--- src/nlcm_regs.svh ---
// Purpose: Offsets, field positions and reset values of the no-load flag
//          and compute-mode register pair.
// Assumes: Register indices are word indices; byte address is four times.
// Notes:   Definitions only.
`ifndef NLCM_REGS_SVH
`define NLCM_REGS_SVH

`define NLCM_ADDR_W 18
`define NLCM_STATUS_IDX 16'hE608
`define NLCM_MODE_IDX 16'hE60E

`define NLCM_TOTAL_LSB 0
`define NLCM_FUND_LSB 3
`define NLCM_APPAR_LSB 6
`define NLCM_STATUS_RSVD_LSB 9
`define NLCM_STATUS_RST 16'h0000

`define NLCM_SEL1_LSB 0
`define NLCM_SEL2_LSB 3
`define NLCM_SEL3_LSB 6
`define NLCM_ANGLE_LSB 9
`define NLCM_ANGLE_MSB 10
`define NLCM_MODE_W 11
`define NLCM_MODE_RST 11'h1FF
`define NLCM_ALL_PHASES 3'h7
`define NLCM_SUM_RST 3'h7
`define NLCM_ANG_EN_RST 3'h4

`endif

--- src/nlcm_pkg.sv ---
// Purpose: Types shared by the no-load flag and compute-mode block.
// Assumes: Three phases, ordered A, B, C from bit 0.
// Notes:   Constants live in nlcm_regs.svh.
package nlcm_pkg;

  typedef logic [2:0] nlcm_phase_type;

  // Detector levels from the power monitors, one bit per phase.
  typedef struct packed {
    nlcm_phase_type total_active;
    nlcm_phase_type total_reactive;
    nlcm_phase_type fund_active;
    nlcm_phase_type fund_reactive;
    nlcm_phase_type apparent;
  } nlcm_detect_type;

  typedef struct packed {
    nlcm_phase_type apparent;
    nlcm_phase_type fundamental;
    nlcm_phase_type total;
  } nlcm_flags_type;

  typedef enum logic [1:0] {
    NLCM_ANG_VOLT_CURR = 2'h0,
    NLCM_ANG_VOLT_VOLT = 2'h1,
    NLCM_ANG_NONE = 2'h3,
    NLCM_ANG_CURR_CURR = 2'h2
  } nlcm_angle_type;

  typedef struct packed {
    logic volt_curr;
    logic volt_volt;
    logic curr_curr;
  } nlcm_angle_en_type;

endpackage

--- src/nlcm_noload_compute_mode.sv ---
// Purpose: Per-phase no-load flags and compute-mode register behind an
//          Avalon-MM slave with waitrequest.
// Assumes: Detector levels are synchronous to clk_in; 32-bit data bus.
// Notes:   Every access takes one wait cycle; unmapped reads return zero.
//
// The Avalon-MM slave port was chosen for this implementation.
`include "nlcm_regs.svh"

// Function
// - Bits 0..2 show per-phase no-load from total active and reactive power.
// - Setting a total flag also sets the total summary status bit.
// - Without reactive energy, total no-load uses total active power alone.
// - Bits 3..5 show fundamental no-load flags, setting fundamental summary bit.
// - Without fundamental measurement, fundamental flags stay zero.
// - Bits 6..8 show apparent no-load flags, setting apparent summary bit.
// - Status bits 15..9 read zero; all flags reset to zero.
// - Mode bits 0..2 pick phases for pulse output one; reset to one.
// - Mode bits 3..5 pick phases for pulse output two; reset to one.
// - Mode bits 6..8 pick phases for pulse output three; reset to one.
// - All three select bits set means the output uses the phase sum.
// - Angle field 00 measures voltage-current, 01 voltage-voltage; reset 00.
// - Angle field 10 measures current-current angles; 11 measures none.
module nlcm_noload_compute_mode
  import nlcm_pkg::*;
#(
  parameter bit HAS_REACTIVE = 1'b1,
  parameter bit HAS_FUNDAMENTAL = 1'b1
) (
  // Clock and reset
  input wire logic clk_in,
  input wire logic rst_n_in,
  // Avalon-MM slave
  input wire logic [`NLCM_ADDR_W-1:0] avs_address_in,
  input wire logic avs_read_in,
  input wire logic avs_write_in,
  input wire logic [31:0] avs_writedata_in,
  input wire logic [3:0] avs_byteenable_in,
  output logic [31:0] avs_readdata_out,
  output logic avs_waitrequest_out,
  // No-load detectors
  input wire nlcm_detect_type detect_in,
  // Flags and summary set pulses toward the main status register
  output nlcm_flags_type idle_flags_out,
  output logic total_idle_summary_flag_out,
  output logic fundamental_idle_summary_flag_out,
  output logic apparent_idle_summary_flag_out,
  // Pulse output phase selection
  output nlcm_phase_type pulse_out_one_phase_select_out,
  output nlcm_phase_type pulse_out_two_phase_select_out,
  output nlcm_phase_type pulse_out_three_phase_select_out,
  output logic [2:0] calib_pulse_sum_all_out,
  // Angle measurement
  output nlcm_angle_type angle_measure_select_out,
  output nlcm_angle_en_type angle_enable_out
);

  logic wait_reg;
  logic wait_next;
  logic [31:0] rdata_reg;
  logic [31:0] rdata_next;
  logic [`NLCM_MODE_W-1:0] mode_reg;
  logic [`NLCM_MODE_W-1:0] mode_next;
  logic [2:0] sum_reg;
  logic [2:0] sum_next;
  nlcm_angle_en_type angle_en_reg;
  nlcm_angle_en_type angle_en_next;
  nlcm_angle_type angle_next;

  wire logic [`NLCM_ADDR_W-1:0] status_addr = {`NLCM_STATUS_IDX, 2'b00};
  wire logic [`NLCM_ADDR_W-1:0] mode_addr = {`NLCM_MODE_IDX, 2'b00};
  wire logic hit_status = (avs_address_in == status_addr);
  wire logic hit_mode = (avs_address_in == mode_addr);
  wire logic req = avs_read_in | avs_write_in;
  wire logic read_start = avs_read_in & wait_reg;
  wire logic write_take = avs_write_in & ~wait_reg;
  wire logic mode_write = write_take & hit_mode;

  // Waitrequest drops for exactly one cycle per request.
  assign wait_next = wait_reg ? ~req : 1'b1;

  // Detector conditions per phase.
  nlcm_phase_type total_cond;
  nlcm_phase_type fund_cond;
  assign total_cond = HAS_REACTIVE ?
    (detect_in.total_active & detect_in.total_reactive) :
    detect_in.total_active;
  assign fund_cond = detect_in.fund_active & detect_in.fund_reactive;

  nlcm_phase_type total_flags;
  nlcm_phase_type fund_flags;
  nlcm_phase_type appar_flags;

  nlcm_idle_flags #(
    .ENABLE(1'b1)
  ) u_total_flags (
    .clk_in(clk_in),
    .rst_n_in(rst_n_in),
    .cond_in(total_cond),
    .flags_out(total_flags),
    .set_pulse_out(total_idle_summary_flag_out)
  );

  nlcm_idle_flags #(
    .ENABLE(HAS_FUNDAMENTAL)
  ) u_fund_flags (
    .clk_in(clk_in),
    .rst_n_in(rst_n_in),
    .cond_in(fund_cond),
    .flags_out(fund_flags),
    .set_pulse_out(fundamental_idle_summary_flag_out)
  );

  nlcm_idle_flags #(
    .ENABLE(1'b1)
  ) u_appar_flags (
    .clk_in(clk_in),
    .rst_n_in(rst_n_in),
    .cond_in(detect_in.apparent),
    .flags_out(appar_flags),
    .set_pulse_out(apparent_idle_summary_flag_out)
  );

  wire logic [15:0] status_word = {7'h00, appar_flags, fund_flags,
    total_flags};

  // Bits above the mode field are outside this block and read zero.
  wire logic [31:0] mode_word = {21'h0, mode_reg};
  wire logic [31:0] read_mux = hit_status ? {16'h0000, status_word} :
    (hit_mode ? mode_word : 32'h00000000);
  assign rdata_next = read_start ? read_mux : rdata_reg;

  // status writes ignored
  // Only the mode address is writable; a status write leaves no trace.
  wire logic [7:0] mode_lo = avs_byteenable_in[0] ?
    avs_writedata_in[7:0] : mode_reg[7:0];
  wire logic [2:0] mode_hi = avs_byteenable_in[1] ?
    avs_writedata_in[10:8] : mode_reg[10:8];
  assign mode_next = mode_write ? {mode_hi, mode_lo} : mode_reg;

  assign sum_next = {
    mode_next[`NLCM_SEL3_LSB +: 3] == `NLCM_ALL_PHASES,
    mode_next[`NLCM_SEL2_LSB +: 3] == `NLCM_ALL_PHASES,
    mode_next[`NLCM_SEL1_LSB +: 3] == `NLCM_ALL_PHASES};

  assign angle_next =
    nlcm_angle_type'(mode_next[`NLCM_ANGLE_MSB:`NLCM_ANGLE_LSB]);

  always_comb begin
    angle_en_next = '0;
    unique case (angle_next)
      NLCM_ANG_VOLT_CURR: begin
        angle_en_next.volt_curr = 1'b1;
      end
      NLCM_ANG_VOLT_VOLT: begin
        angle_en_next.volt_volt = 1'b1;
      end
      NLCM_ANG_NONE: begin
        angle_en_next = '0;
      end
      NLCM_ANG_CURR_CURR: begin
        angle_en_next.curr_curr = 1'b1;
      end
    endcase
  end

  always_ff @(posedge clk_in) begin
    if (!rst_n_in) begin
      wait_reg <= 1'b1;
      rdata_reg <= 32'h00000000;
      mode_reg <= `NLCM_MODE_RST;
      sum_reg <= `NLCM_SUM_RST;
      angle_en_reg <= `NLCM_ANG_EN_RST;
    end else begin
      wait_reg <= wait_next;
      rdata_reg <= rdata_next;
      mode_reg <= mode_next;
      sum_reg <= sum_next;
      angle_en_reg <= angle_en_next;
    end
  end

  assign avs_waitrequest_out = wait_reg;
  assign avs_readdata_out = rdata_reg;
  assign idle_flags_out = '{apparent: appar_flags,
    fundamental: fund_flags, total: total_flags};
  assign pulse_out_one_phase_select_out = mode_reg[`NLCM_SEL1_LSB +: 3];
  assign pulse_out_two_phase_select_out = mode_reg[`NLCM_SEL2_LSB +: 3];
  assign pulse_out_three_phase_select_out = mode_reg[`NLCM_SEL3_LSB +: 3];
  assign calib_pulse_sum_all_out = sum_reg;
  assign angle_measure_select_out =
    nlcm_angle_type'(mode_reg[`NLCM_ANGLE_MSB:`NLCM_ANGLE_LSB]);
  assign angle_enable_out = angle_en_reg;
endmodule

--- src/nlcm_idle_flags.sv ---
// Purpose: One group of three per-phase no-load flags with its summary set.
// Assumes: Detector levels are synchronous to clk_in.
// Notes:   A disabled group holds its flags at zero.
module nlcm_idle_flags
  import nlcm_pkg::*;
#(
  parameter bit ENABLE = 1'b1
) (
  // Clock and reset
  input wire logic clk_in,
  input wire logic rst_n_in,
  // Detector condition
  input wire nlcm_phase_type cond_in,
  // Flags and summary set pulse
  output nlcm_phase_type flags_out,
  output logic set_pulse_out
);

  nlcm_phase_type flags_reg;
  nlcm_phase_type flags_next;
  logic set_reg;
  logic set_next;

  assign flags_next = ENABLE ? cond_in : 3'h0;
  assign set_next = |(flags_next & ~flags_reg);

  always_ff @(posedge clk_in) begin
    if (!rst_n_in) begin
      flags_reg <= 3'h0;
      set_reg <= 1'b0;
    end else begin
      flags_reg <= flags_next;
      set_reg <= set_next;
    end
  end

  assign flags_out = flags_reg;
  assign set_pulse_out = set_reg;
endmodule

--- config.mk ---
export PLATFORM = sky130hd
export DESIGN_NAME = nlcm_noload_compute_mode
export DESIGN_NICKNAME = d
export VERILOG_FILES = /design/src/nlcm_pkg.sv /design/src/nlcm_noload_compute_mode.sv /design/src/nlcm_idle_flags.sv
export VERILOG_INCLUDE_DIRS = /design/src
export SDC_FILE = /design/constraint.sdc
export NUM_CORES = 1
export LEC_CHECK = 0
export ABC_AREA = 1
export ABC_CLOCK_PERIOD_IN_PS = 1550
export BUFFER_PORTS_ARGS = -buffer_cell sky130_fd_sc_hd__buf_2
export CAP_MARGIN = 40
export CORE_ASPECT_RATIO = 0.6
export CORE_UTILIZATION = 25
export CTS_BUF_LIST = sky130_fd_sc_hd__clkbuf_16
export DETAILED_ROUTE_END_ITERATION = 7
export PLACE_DENSITY_LB_ADDON = 0.08
export SETUP_SLACK_MARGIN = 0.3
export SYNTH_ARGS = -nofsm -noshare
export SYNTH_HDL_FRONTEND = slang
export SYNTH_HIERARCHICAL = 1
export SYNTH_SLANG_ARGS = --single-unit
--- constraint.sdc ---
create_clock -name clk_in -period 1.55 [get_ports clk_in]
set_input_delay 0 -clock clk_in [delete_from_list [all_inputs] [get_ports clk_in]]
set_output_delay 0 -clock clk_in [all_outputs]
set_load 0.02 [all_outputs]
; ---- After elaboration in Yosys (flattened, before gate mapping)
; Index checks and enable logic that the tools add are counted.
[totals]
out_inout_bits = 62
wordCells = 47
input_bits = 73
ff_bits = 62
[op_classes]
n_mux = 8
reduce_logical = 5
n_eq_ne = 7
bitwise = 14
[ops]
columns = op, count
row1 = $eq 18x18->1 const B, 2
row2 = $mux 11, 3
row3 = $and 3x3->3, 5
row4 = $eq 3x3->1 const B, 3
row5 = $not 3->3, 3
row6 = $reduce_or 3->1, 3
row7 = $mux 8, 1
row8 = $and 1x1->1, 3
row9 = $mux 1, 3
row10 = $mux 3, 1
row11 = $eq 2x1->1 const B, 1
row12 = $eq 2x2->1 const B, 1
row13 = $logic_not 2->1, 1
row14 = $not 1->1, 2
row15 = $reduce_and 2->1, 1
row16 = $or 1x1->1, 1

; ---- Logic depth before layout (Yosys ltp)
; Gate-level depths: netlist of run 1.
[logic_depth]
ltp_word = 6
ltp_mapped = 10
depth_no_buf = 9

; ---- Modules after synthesis
; Netlist of run 1, hierarchy kept.
[modules_own_cells]
columns = module, area_each_um2, cells_per_inst, instances, seq_area_each_um2
row1 = nlcm_noload_compute_mode, 1779.2, 271, 1, 580.6
row2 = nlcm_idle_flags, 137.6, 19, 3, 80.1

; ---- Least setup slack after synthesis of run 1
; No wires, ideal clock.
[synth_timing]
kind = register to register
from = register wait_reg (netlist: avs_waitrequest_out)
to = register rdata_reg[1] (netlist: avs_readdata_out[1])
t_required_ns = 1.441
synth_period_minus_slack_ns = 1.231
path_buffers = 1
t_arrival_ns = 1.122
slack_ns = 0.319
path_stages_with_launch = 7
setup_ns = 0.109
cell_sequence = dfxtp_1 > nand2_1 > inv_1 > clkbuf_1 > o211ai_1 > nand2_1 > inv_1
[synth_between]
elab_chain_cells = 1
[synth_lines]
columns = element, line_no
row1 = "start, declared", nlcm_noload_compute_mode.sv:57  ; logic wait_reg;
row2 = "start signal, assigned", nlcm_noload_compute_mode.sv:174  ; wait_reg <= wait_next;
row3 = $and 1x1->1, nlcm_noload_compute_mode.sv:74  ; wire logic read_start = avs_read_in & wait_reg;
row4 = "end signal, assigned", nlcm_noload_compute_mode.sv:175  ; rdata_reg <= rdata_next;
row5 = "end, declared", nlcm_noload_compute_mode.sv:59  ; logic [31:0] rdata_reg;
; No other way between the ends.
; A chain may end at the register's enable or synchronous reset.

; ---- Worst setup path in the final report of run 1
[layout_timing]
from = input port detect_in[11] in the netlist's numbering
to = register u_total_flags.flags_reg[2] (netlist: u_total_flags/flags_out[2])
[layout_between]
elab_chain_cells = 1
[layout_lines]
columns = element, line_no
row1 = "start, declared", nlcm_noload_compute_mode.sv:41  ; input wire nlcm_detect_type detect_in,
row2 = $and 3x3->3, nlcm_noload_compute_mode.sv:85  ; (detect_in.total_active & detect_in.total_reactive) :
row3 = via total_cond[2], nlcm_noload_compute_mode.sv:82  ; nlcm_phase_type total_cond;
row4 = "end signal, assigned", nlcm_idle_flags.sv:32  ; flags_reg <= flags_next;
row5 = "end, declared", nlcm_idle_flags.sv:19  ; nlcm_phase_type flags_reg;
; The timed path passes the listed nets, and every way through them passes these cells.

==> flow_summary.ini, run 1 <==
[synthesis]
yosysSeqAreaShare_pct = 37.4
synth_area_sq_um = 2190
synth_flop_cell = dfxtp_1
postSynthCellCount = 328
yosysWarnings = 6
ys_seq_elements = 41
synth_top_cell_area_share_pct = 37.4
ys_async_sr_fraction_pct = 0
synthTopCellsByArea = dfxtp_1 37%, nand2_1 16%, inv_1 11%
synth-edff-count = 0
synth_cell_types = 26
synth_top_cell_by_area = dfxtp_1
syn_area_per_cell_sq_um = 6.68

[grt]
grt_pass1_vias = 1977
antenna_found_initial = 0
grt_pass1_wl_um = 10100
grt_usage_pct = 14.9
grt_max_degree = 21
grt-ovfl-total = 0

[place]
gp_congestion = 0.765
dp_cells = 525
port_buffers = 90
dpl.hpwl_um = 4900

[drt]
route.detailed.drc = 0
postRouteAntennaNets = 0
wl_per_cell_um = 11.7
viasPerCell = 4.03
vias = 2198
dr.pass1.iters = 6
drt_iter0_markers = 119
wl_um = 6370

[die]
ios = 135
die_h_um = 74.5
core-area_sq_um = 8490
die_w_um = 123
die_area_sq_um = 9160
initial_utilization_pct = 25.8
placementRows = 26

[timing]
period_needed_ps = 1180
rsz0062_at_grt = true
fmax_ghz = 0.848
hold_violations = 0
finalSetupTns_ps = 0
slew_viol_final = 0
finalCritPeriodShare_pct = 76.1
setup_viol = 0
clock_skew_ps = 3.93

[worst_setup_path]
crit_fanout = 2
path_cells = dlygate4sd3_1 -> buf_2 -> nand2_1 -> inv_1 -> dlygate4sd3_1 -> nand2_1 -> inv_1
crit_path_top_delay_cell = dlygate4sd3_1
critPathMaxStageDelay_ps = 550
path_buf_inv = 5
critical_path_required_ps = 1740
crit_path_end_kind = register
crit_family = buffers and inverters
worstSetupPathType = input pin to register
cp.arrival_ps = 1370
start_kind = input pin

[clock_network]
numCtsBuffers = 5
h-tree-depth = 2
clock_latency_ps = 280
cts_tree = yes
cts.sinks = 41
root_buffer = clkbuf_16
cts.reportedPaths.clkPinSlew_ps = 60
clockBufferDepth = 2

[cells_and_area]
nets = 506
syn_to_final_growth_pct = 42.1
layout_common_cells = 90 x buf_2, 83 x nand2_1, 63 x inv_1
fin_cells = 546
drive_gt1_share_pct = 31.1
final_common_cell = buf_2
final-seq-area_sq_um = 825
fillers = 947
multi_input_area_sq_um = 1070
n_antenna_cell = 0

[pwr]
powerDensity_nw_per_um2 = 917
ir_worst_vdd_mv = 0.444
p_leak_nw = 1.88

[run_status]
outcome = complete, no violations

[hold_path]
min_path_type = input pin to register

[job]
maxCapViolCount = 0
## repair_timing
item | in CTS | in global routing
endpoints found under the hold margin | 7 | 0
setup buffers | 0 | 1
pin swaps | 0 | 6
hold buffers | 11 | 0
setup endpoints to repair | 11 | 15
gates cloned | 0 | 1
gates resized for setup | 4 | 22
## per-layer routing
layer  GRT usage (%)  routed length, um
met5               0                  0
met4            3.52                 33
met3            4.60                393
met2            20.2               2390
met1            22.5               3550
## report_power, final
part           internal (mW)  switching [mW]  total (mW)
clock                  0.920           0.424        1.34
sequential              1.09          0.0223        1.11
combinational          0.151           0.251       0.402
total                   2.16           0.698        2.86
## cell families (layout without fill, tap and decap cells)
logic type      after synthesis  after routing  synth area share, %
simple gates                166            166                 34.6
buf+inv                      95            181                 20.4
flops                        41             41                 37.4
compound gates               24             24                 6.85
other cells                   1             21                0.171
mux                           1              1                0.457
## metrics by stage
| stage | util (%) | power, mW | cell area [sq um] | setup slack (ps) | hold slack [ps] |
|---|---|---|---|---|---|
| 5_1_grt | 36.7 | 3.01 | 3110 | 264 | 22.2 |
| 3_5_place_dp | 31.7 | 1.51 | 2690 | 183 | 206 |
| 2_1_floorplan | - | 1.40 | 2270 | 319 | 93.5 |
| 6_report | 36.7 | 2.86 | 3110 | 371 | 1.91 |
| 4_1_cts | 35.4 | 2.89 | 3010 | 292 | 5.20 |
| 3_3_place_gp | 31.7 | 1.51 | 2690 | 186 | 205 |
## worst register-to-register path: stages (launching register included)
cell and delay (ps):
dfxtp_4 360, nor2_4 120, nand4_4 150, buf_8 180
nand2_1 70, nand2_1 60, nand3_2 70, nand2_1 50
## cell usage after synthesis, drive strengths merged, types with 2 or more instances
cell type / n
a21oi: 2
buf: 26
clkbuf: 4
dfxtp: 41
inv: 65
nand2: 97
nand3: 21
nand4: 11
nor2: 35
o211ai: 10
o21ai: 12
## area by class of cell
cell class	count	share of cell area, %
multi-input combinational	212	34.3
sequential	41	26.5
timing repair buffer	108	20.8
inverter	65	7.83
tap	112	4.50
clock buffer	5	4.02
clock inverter	3	2.09
## final timing paths
check	start	end	slack, ps	cells after the start
hold reg to reg	avs_readdata_out[10]	avs_readdata_out[10]	470	2
setup / recovery	detect_in[11]	u_total_flags/flags_out[2]	370	7
setup reg to reg	avs_waitrequest_out	calib_pulse_sum_all_out[2]	370	7
hold / removal	detect_in[3]	u_fund_flags/flags_out[0]	2	5
Power figures use the tool's default switching activity.
==> run 2: changes to the inputs <==
--- a/config.mk
+++ b/config.mk
@@ -7,7 +7,7 @@
 export NUM_CORES = 1
 export LEC_CHECK = 0
 export ABC_AREA = 1
-export ABC_CLOCK_PERIOD_IN_PS = 1550
+export ABC_CLOCK_PERIOD_IN_PS = 950
 export BUFFER_PORTS_ARGS = -buffer_cell sky130_fd_sc_hd__buf_2
 export CAP_MARGIN = 40
 export CORE_ASPECT_RATIO = 0.6
==> constraint.sdc (replaced) <==
create_clock -name clk_in -period 0.95 [get_ports clk_in]
set_input_delay 0 -clock clk_in [delete_from_list [all_inputs] [get_ports clk_in]]
set_output_delay 0 -clock clk_in [all_outputs]
set_load 0.02 [all_outputs]
==> run 2 against run 1 <==
The run now ends with setup timing left. Final area grew 18%. Largest power group is now sequential cells. Sequential share of layout area decreased by 1.9 points. First-iteration DRC count shrank 45%. Critical path type is now register to register. Highest routed layer unchanged.
==> flow_summary.ini, run 2 (synthesis gave the netlist of run 1 again) <==
[hold_path]
min_path_type = input pin to register

[cells_and_area]
finish.utilization_pct = 43.4
syn_to_final_growth_pct = 68.0
fin_cells = 565
fillers = 863
drive_gt1_share_pct = 48.8
n_antenna_cell = 0
final_common_cell = nand2_1
nets = 525
final-seq-area_sq_um = 903
layout_common_cells = 81 x nand2_1, 54 x inv_1, 50 x buf_2, 50 x buf_6, 27 x dfxtp_2
multi_input_area_sq_um = 1110
postLayoutCellArea_sq_um = 3680

[drt]
wl_met3_um = 324
met2WireLength_um = 2610
route.detailed.drc = 0
viasPerCell = 3.99
wl_met1_um = 3720
wl_per_cell_um = 11.9
dr.pass1.iters = 5
drt_iter0_markers = 66
wl_um = 6710
postRouteAntennaNets = 0
vias = 2256
dr.max_layer_used = met4

[pwr]
ir_worst_vdd_mv = 0.559
powerDensity_nw_per_um2 = 1160
total_power_mw = 4.28
p_leak_nw = 2.06

[timing]
rsz0062_at_grt = true
fin_hold_ws_ps = 6.28
fin_ws_ps = -201
setup_viol = 28
clock_skew_ps = 4.12
finalSetupTns_ps = -3600
finalCritPeriodShare_pct = 121
fmax_ghz = 0.869
period_needed_ps = 1150
hold_violations = 0
slew_viol_final = 0

[run_status]
outcome = complete, but fails checks
violations = setup timing

[worst_setup_path]
critical_path_required_ps = 1130
path_cells = nor2_4 -> nand4_4 -> buf_12 -> nand2_2 -> nand2_1 -> nand3_1 -> nand2_1
crit_fanout = 10
path_buf_inv = 1
cp.depth = 7
worstSetupStartpoint = avs_waitrequest_out
worstSetupPathType = register to register
regToRegStartpoint = avs_waitrequest_out
rrSetupSlack_ps = -200
crit_top_cell = nand2_1
start_kind = register
critPathMaxStageDelay_ps = 350
crit_path_top_delay_cell = dfxtp_4
crit_path_end_kind = register
reg2reg_depth = 7
rr_endpoint = calib_pulse_sum_all_out[0]
crit_path_end = calib_pulse_sum_all_out[0]
cp.arrival_ps = 1330
crit_family = simple AND/OR/NAND/NOR gates

[grt]
antenna_found_initial = 0
grt_usage_pct = 15.4
grt_max_degree = 29
grt-ovfl-total = 0
grt_pass1_vias = 2064
grt_pass1_wl_um = 10500

[place]
port_buffers = 90
gp_congestion = 0.783
placed_area_sq_um = 2970
dp_cells = 546
dpl.hpwl_um = 5100
place_ws_ps = -302

[job]
maxCapViolCount = 0

[clock_network]
clock_latency_ps = 280
h-tree-depth = 2
cts.reportedPaths.clkPinSlew_ps = 60
root_buffer = clkbuf_16
cts_tree = yes
clockBufferDepth = 2
cts.sinks = 41
numCtsBuffers = 5

[die]
core-area_sq_um = 8490
initial_utilization_pct = 25.8
die_w_um = 123
die_area_sq_um = 9160
placementRows = 26
die_h_um = 74.5
ios = 135
-- run 2: repair_timing --
| item | 4_1_cts | 5_1_grt |
|---|---|---|
| hold buffers | 5 | 0 |
| buffers inserted | 2 | 1 |
| hold endpoints to repair | 4 | 0 |
| gates resized for setup | 136 | 14 |
| pin swaps | 11 | 5 |
| gates cloned | 1 | 2 |
| endpoints found under the setup margin | 73 | 73 |
-- run 2: area by class of cell --
cell class	instances	share of cell area (%)
Clock buffer	5	3.40
Timing Repair Buffer	127	30.8
Clock inverter	3	0.374
Multi-Input combinational cell	212	30.3
Inverter	65	6.83
Tap cell	112	3.81
Sequential cell	41	24.5
-- run 2: report_power, final --
group          switching (mW)  internal (mW)
logic                   0.449          0.381
clock network           0.673          0.954
registers              0.0592           1.77
total                    1.18           3.10
-- run 2: layer usage --
metal / global-route usage [%] / up-vias
met1: 22.9 / 979
met4: 3.66 / 0
met3: 3.83 / 12
li1: - / 1207
met5: 0 / -
met2: 21.8 / 58
-- run 2: worst min-delay path by stage --
stage,startpoint,to,slack (ps),cells past startpoint
after floorplan,detect_in[0],u_appar_flags/flags_out[0],90,2
after global placement,detect_in[2],u_appar_flags/flags_out[2],200,3
after detailed placement,detect_in[0],u_appar_flags/flags_out[0],200,3
after CTS,detect_in[4],u_fund_flags/flags_out[1],3,5
after global routing,detect_in[3],u_fund_flags/flags_out[0],30,5
final,detect_in[3],u_fund_flags/flags_out[0],6,5
-- run 2: worst reg2reg max path, stage by stage (launching register included) --
cell and delay [ps]:
dfxtp_4 350, nor2_4 140, nand4_4 120, buf_12 180
nand2_2 60, nand2_1 60, nand3_1 80, nand2_1 50
==> run 3: changes to the inputs <==
--- a/config.mk
+++ b/config.mk
@@ -11,6 +11,7 @@
 export BUFFER_PORTS_ARGS = -buffer_cell sky130_fd_sc_hd__buf_2
 export CAP_MARGIN = 40
 export CORE_ASPECT_RATIO = 0.6
+export CORE_MARGIN = 5
 export CORE_UTILIZATION = 25
 export CTS_BUF_LIST = sky130_fd_sc_hd__clkbuf_16
 export DETAILED_ROUTE_END_ITERATION = 7
==> constraint.sdc (replaced) <==
create_clock -name clk_in -period 0.95 [get_ports clk_in]
set_input_delay 0.0475 -clock clk_in [delete_from_list [all_inputs] [get_ports clk_in]]
set_output_delay 0.0475 -clock clk_in [all_outputs]
set_load 0.02 [all_outputs]
==> run 3 against run 2 <==
The flow finishes with violations (hold timing, setup timing). Wire length rose by 4.8%. Worst hold slack got worse by 18 ps. Clock skew barely moved. Setup slack improved by 2.8 ps. Die area rose by 18%. Combinational power fell by 1%. Sequential share of layout area rose by 0.21 points. Sequential cell count did not move. Final area rose by 0.10%.
==> flow_summary.ini, run 3 (synthesis gave the netlist of run 1 again) <==
[run_status]
violations = hold timing, setup timing
outcome = complete, but fails checks

[drt]
vias = 2257
route.detailed.drc = 0
dr.pass1.iters = 4
drt_iter0_markers = 86
wl_um = 7030
viasPerCell = 3.98
postRouteAntennaNets = 0
wl_per_cell_um = 12.4

[worst_setup_path]
crit_path_end_kind = register
crit_fanout = 5
critical_path_required_ps = 1130
regToRegStartpoint = avs_waitrequest_out
start_kind = register
worstSetupPathType = register to register
cp.arrival_ps = 1330
worstSetupStartpoint = avs_waitrequest_out

[timing]
fin_ws_ps = -198
period_needed_ps = 1150
setup_viol = 28
rsz0062_at_grt = true
fmax_ghz = 0.871
hold_violations = 1
clock_skew_ps = 4.14
slew_viol_final = 0
fin_hold_ws_ps = -11.6
finalCritPeriodShare_pct = 121
finalSetupTns_ps = -3410

[pwr]
ir_worst_vdd_mv = 0.556
p_leak_nw = 2.06
powerDensity_nw_per_um2 = 1150
total_power_mw = 4.25

[clock_network]
h-tree-depth = 2
numCtsBuffers = 5
clock_latency_ps = 280
clockBufferDepth = 2
cts_hold_buf = 4
cts.reportedPaths.clkPinSlew_ps = 60
cts_tree = yes
cts.sinks = 41
root_buffer = clkbuf_16

[cells_and_area]
nets = 527
syn_to_final_growth_pct = 68.2
drive_gt1_share_pct = 49.5
final_common_cell = nand2_1
layout_common_cells = 82 x nand2_1, 55 x inv_1, 53 x buf_6
n_antenna_cell = 0
finish.utilization_pct = 43.2

[hold_path]
min_path_type = input pin to register
min_from = avs_write_in

[job]
maxCapViolCount = 0

[die]
core-area_sq_um = 8520
die_w_um = 131
die_area_sq_um = 10800
initial_utilization_pct = 25.7
ios = 135
die_h_um = 82.5
placementRows = 26

[grt]
grt-ovfl-total = 0
grt_pass1_wl_um = 10400
grt_usage_pct = 12.6
antenna_found_initial = 0
grt_pass1_vias = 2052
grt_max_degree = 21

[place]
port_buffers = 90
gp_congestion = 0.753
dpl.hpwl_um = 5580
## run 3: cell types whose count changed in the layout (fill, tap and decap cells not counted), moves of 2 or more
cell	previous run	this run
nor2_4	6	9
dfxtp_4	13	16
buf_12	4	1
buf_4	15	20
buf_6	50	53
nor2_1	22	20
dfxtp_2	27	25
## run 3: final timing paths
kind	endpoint	cells after the start	slack [ps]
worst min-delay path	avs_waitrequest_out	2	-10
worst min register to register	avs_readdata_out[10]	2	480
worst max-delay path	avs_readdata_out[2]	7	-200
worst max register to register	avs_readdata_out[2]	7	-200
## run 3: per-stage QoR
step	worst slack [ps]	area [sq um]	std cells
5_1_grt	-283	3690	567
4_1_cts	-197	3490	563
6_report	-198	3690	567
3_3_place_gp	-297	2950	549
2_1_floorplan	-89.9	2350	348
3_5_place_dp	-316	2950	549
## run 3: cell type report
type,instances,area (sq um)
Fill cell,921,4840
Tap cell,112,140
Clock inverter,3,13.8
Multi-Input combinational cell,212,1140
Inverter,65,251
Clock buffer,5,125
Sequential cell,41,912
Timing Repair Buffer,129,1100
## run 3: routing by layer
layer / GRT usage [%] / wire length [um]
met1: 18.1 / 3660
met2: 17.6 / 2820
met3: 4.88 / 502
met4: 2.46 / 47
met5: 0 / 0
## run 3: repair_timing
item                       CTS  global route
gates cloned                 0             3
setup buffers                2             1
hold endpoints to repair     4             1
resized for setup          124            36
pin swaps                    3            10
setup endpoints to repair   72            73
## run 3: power by group
part	internal, mW	switching, mW
Clock	0.953	0.655
Sequential	1.76	0.0619
Combinational	0.368	0.453
Total	3.08	1.17
## run 3: critical path: stages, from the launching register on
cell      delay (ps)
dfxtp_4          360
buf_4            110
nand2_4           60
inv_8             80
buf_12           130
o211ai_1         150
nand2_1          100
inv_1             40
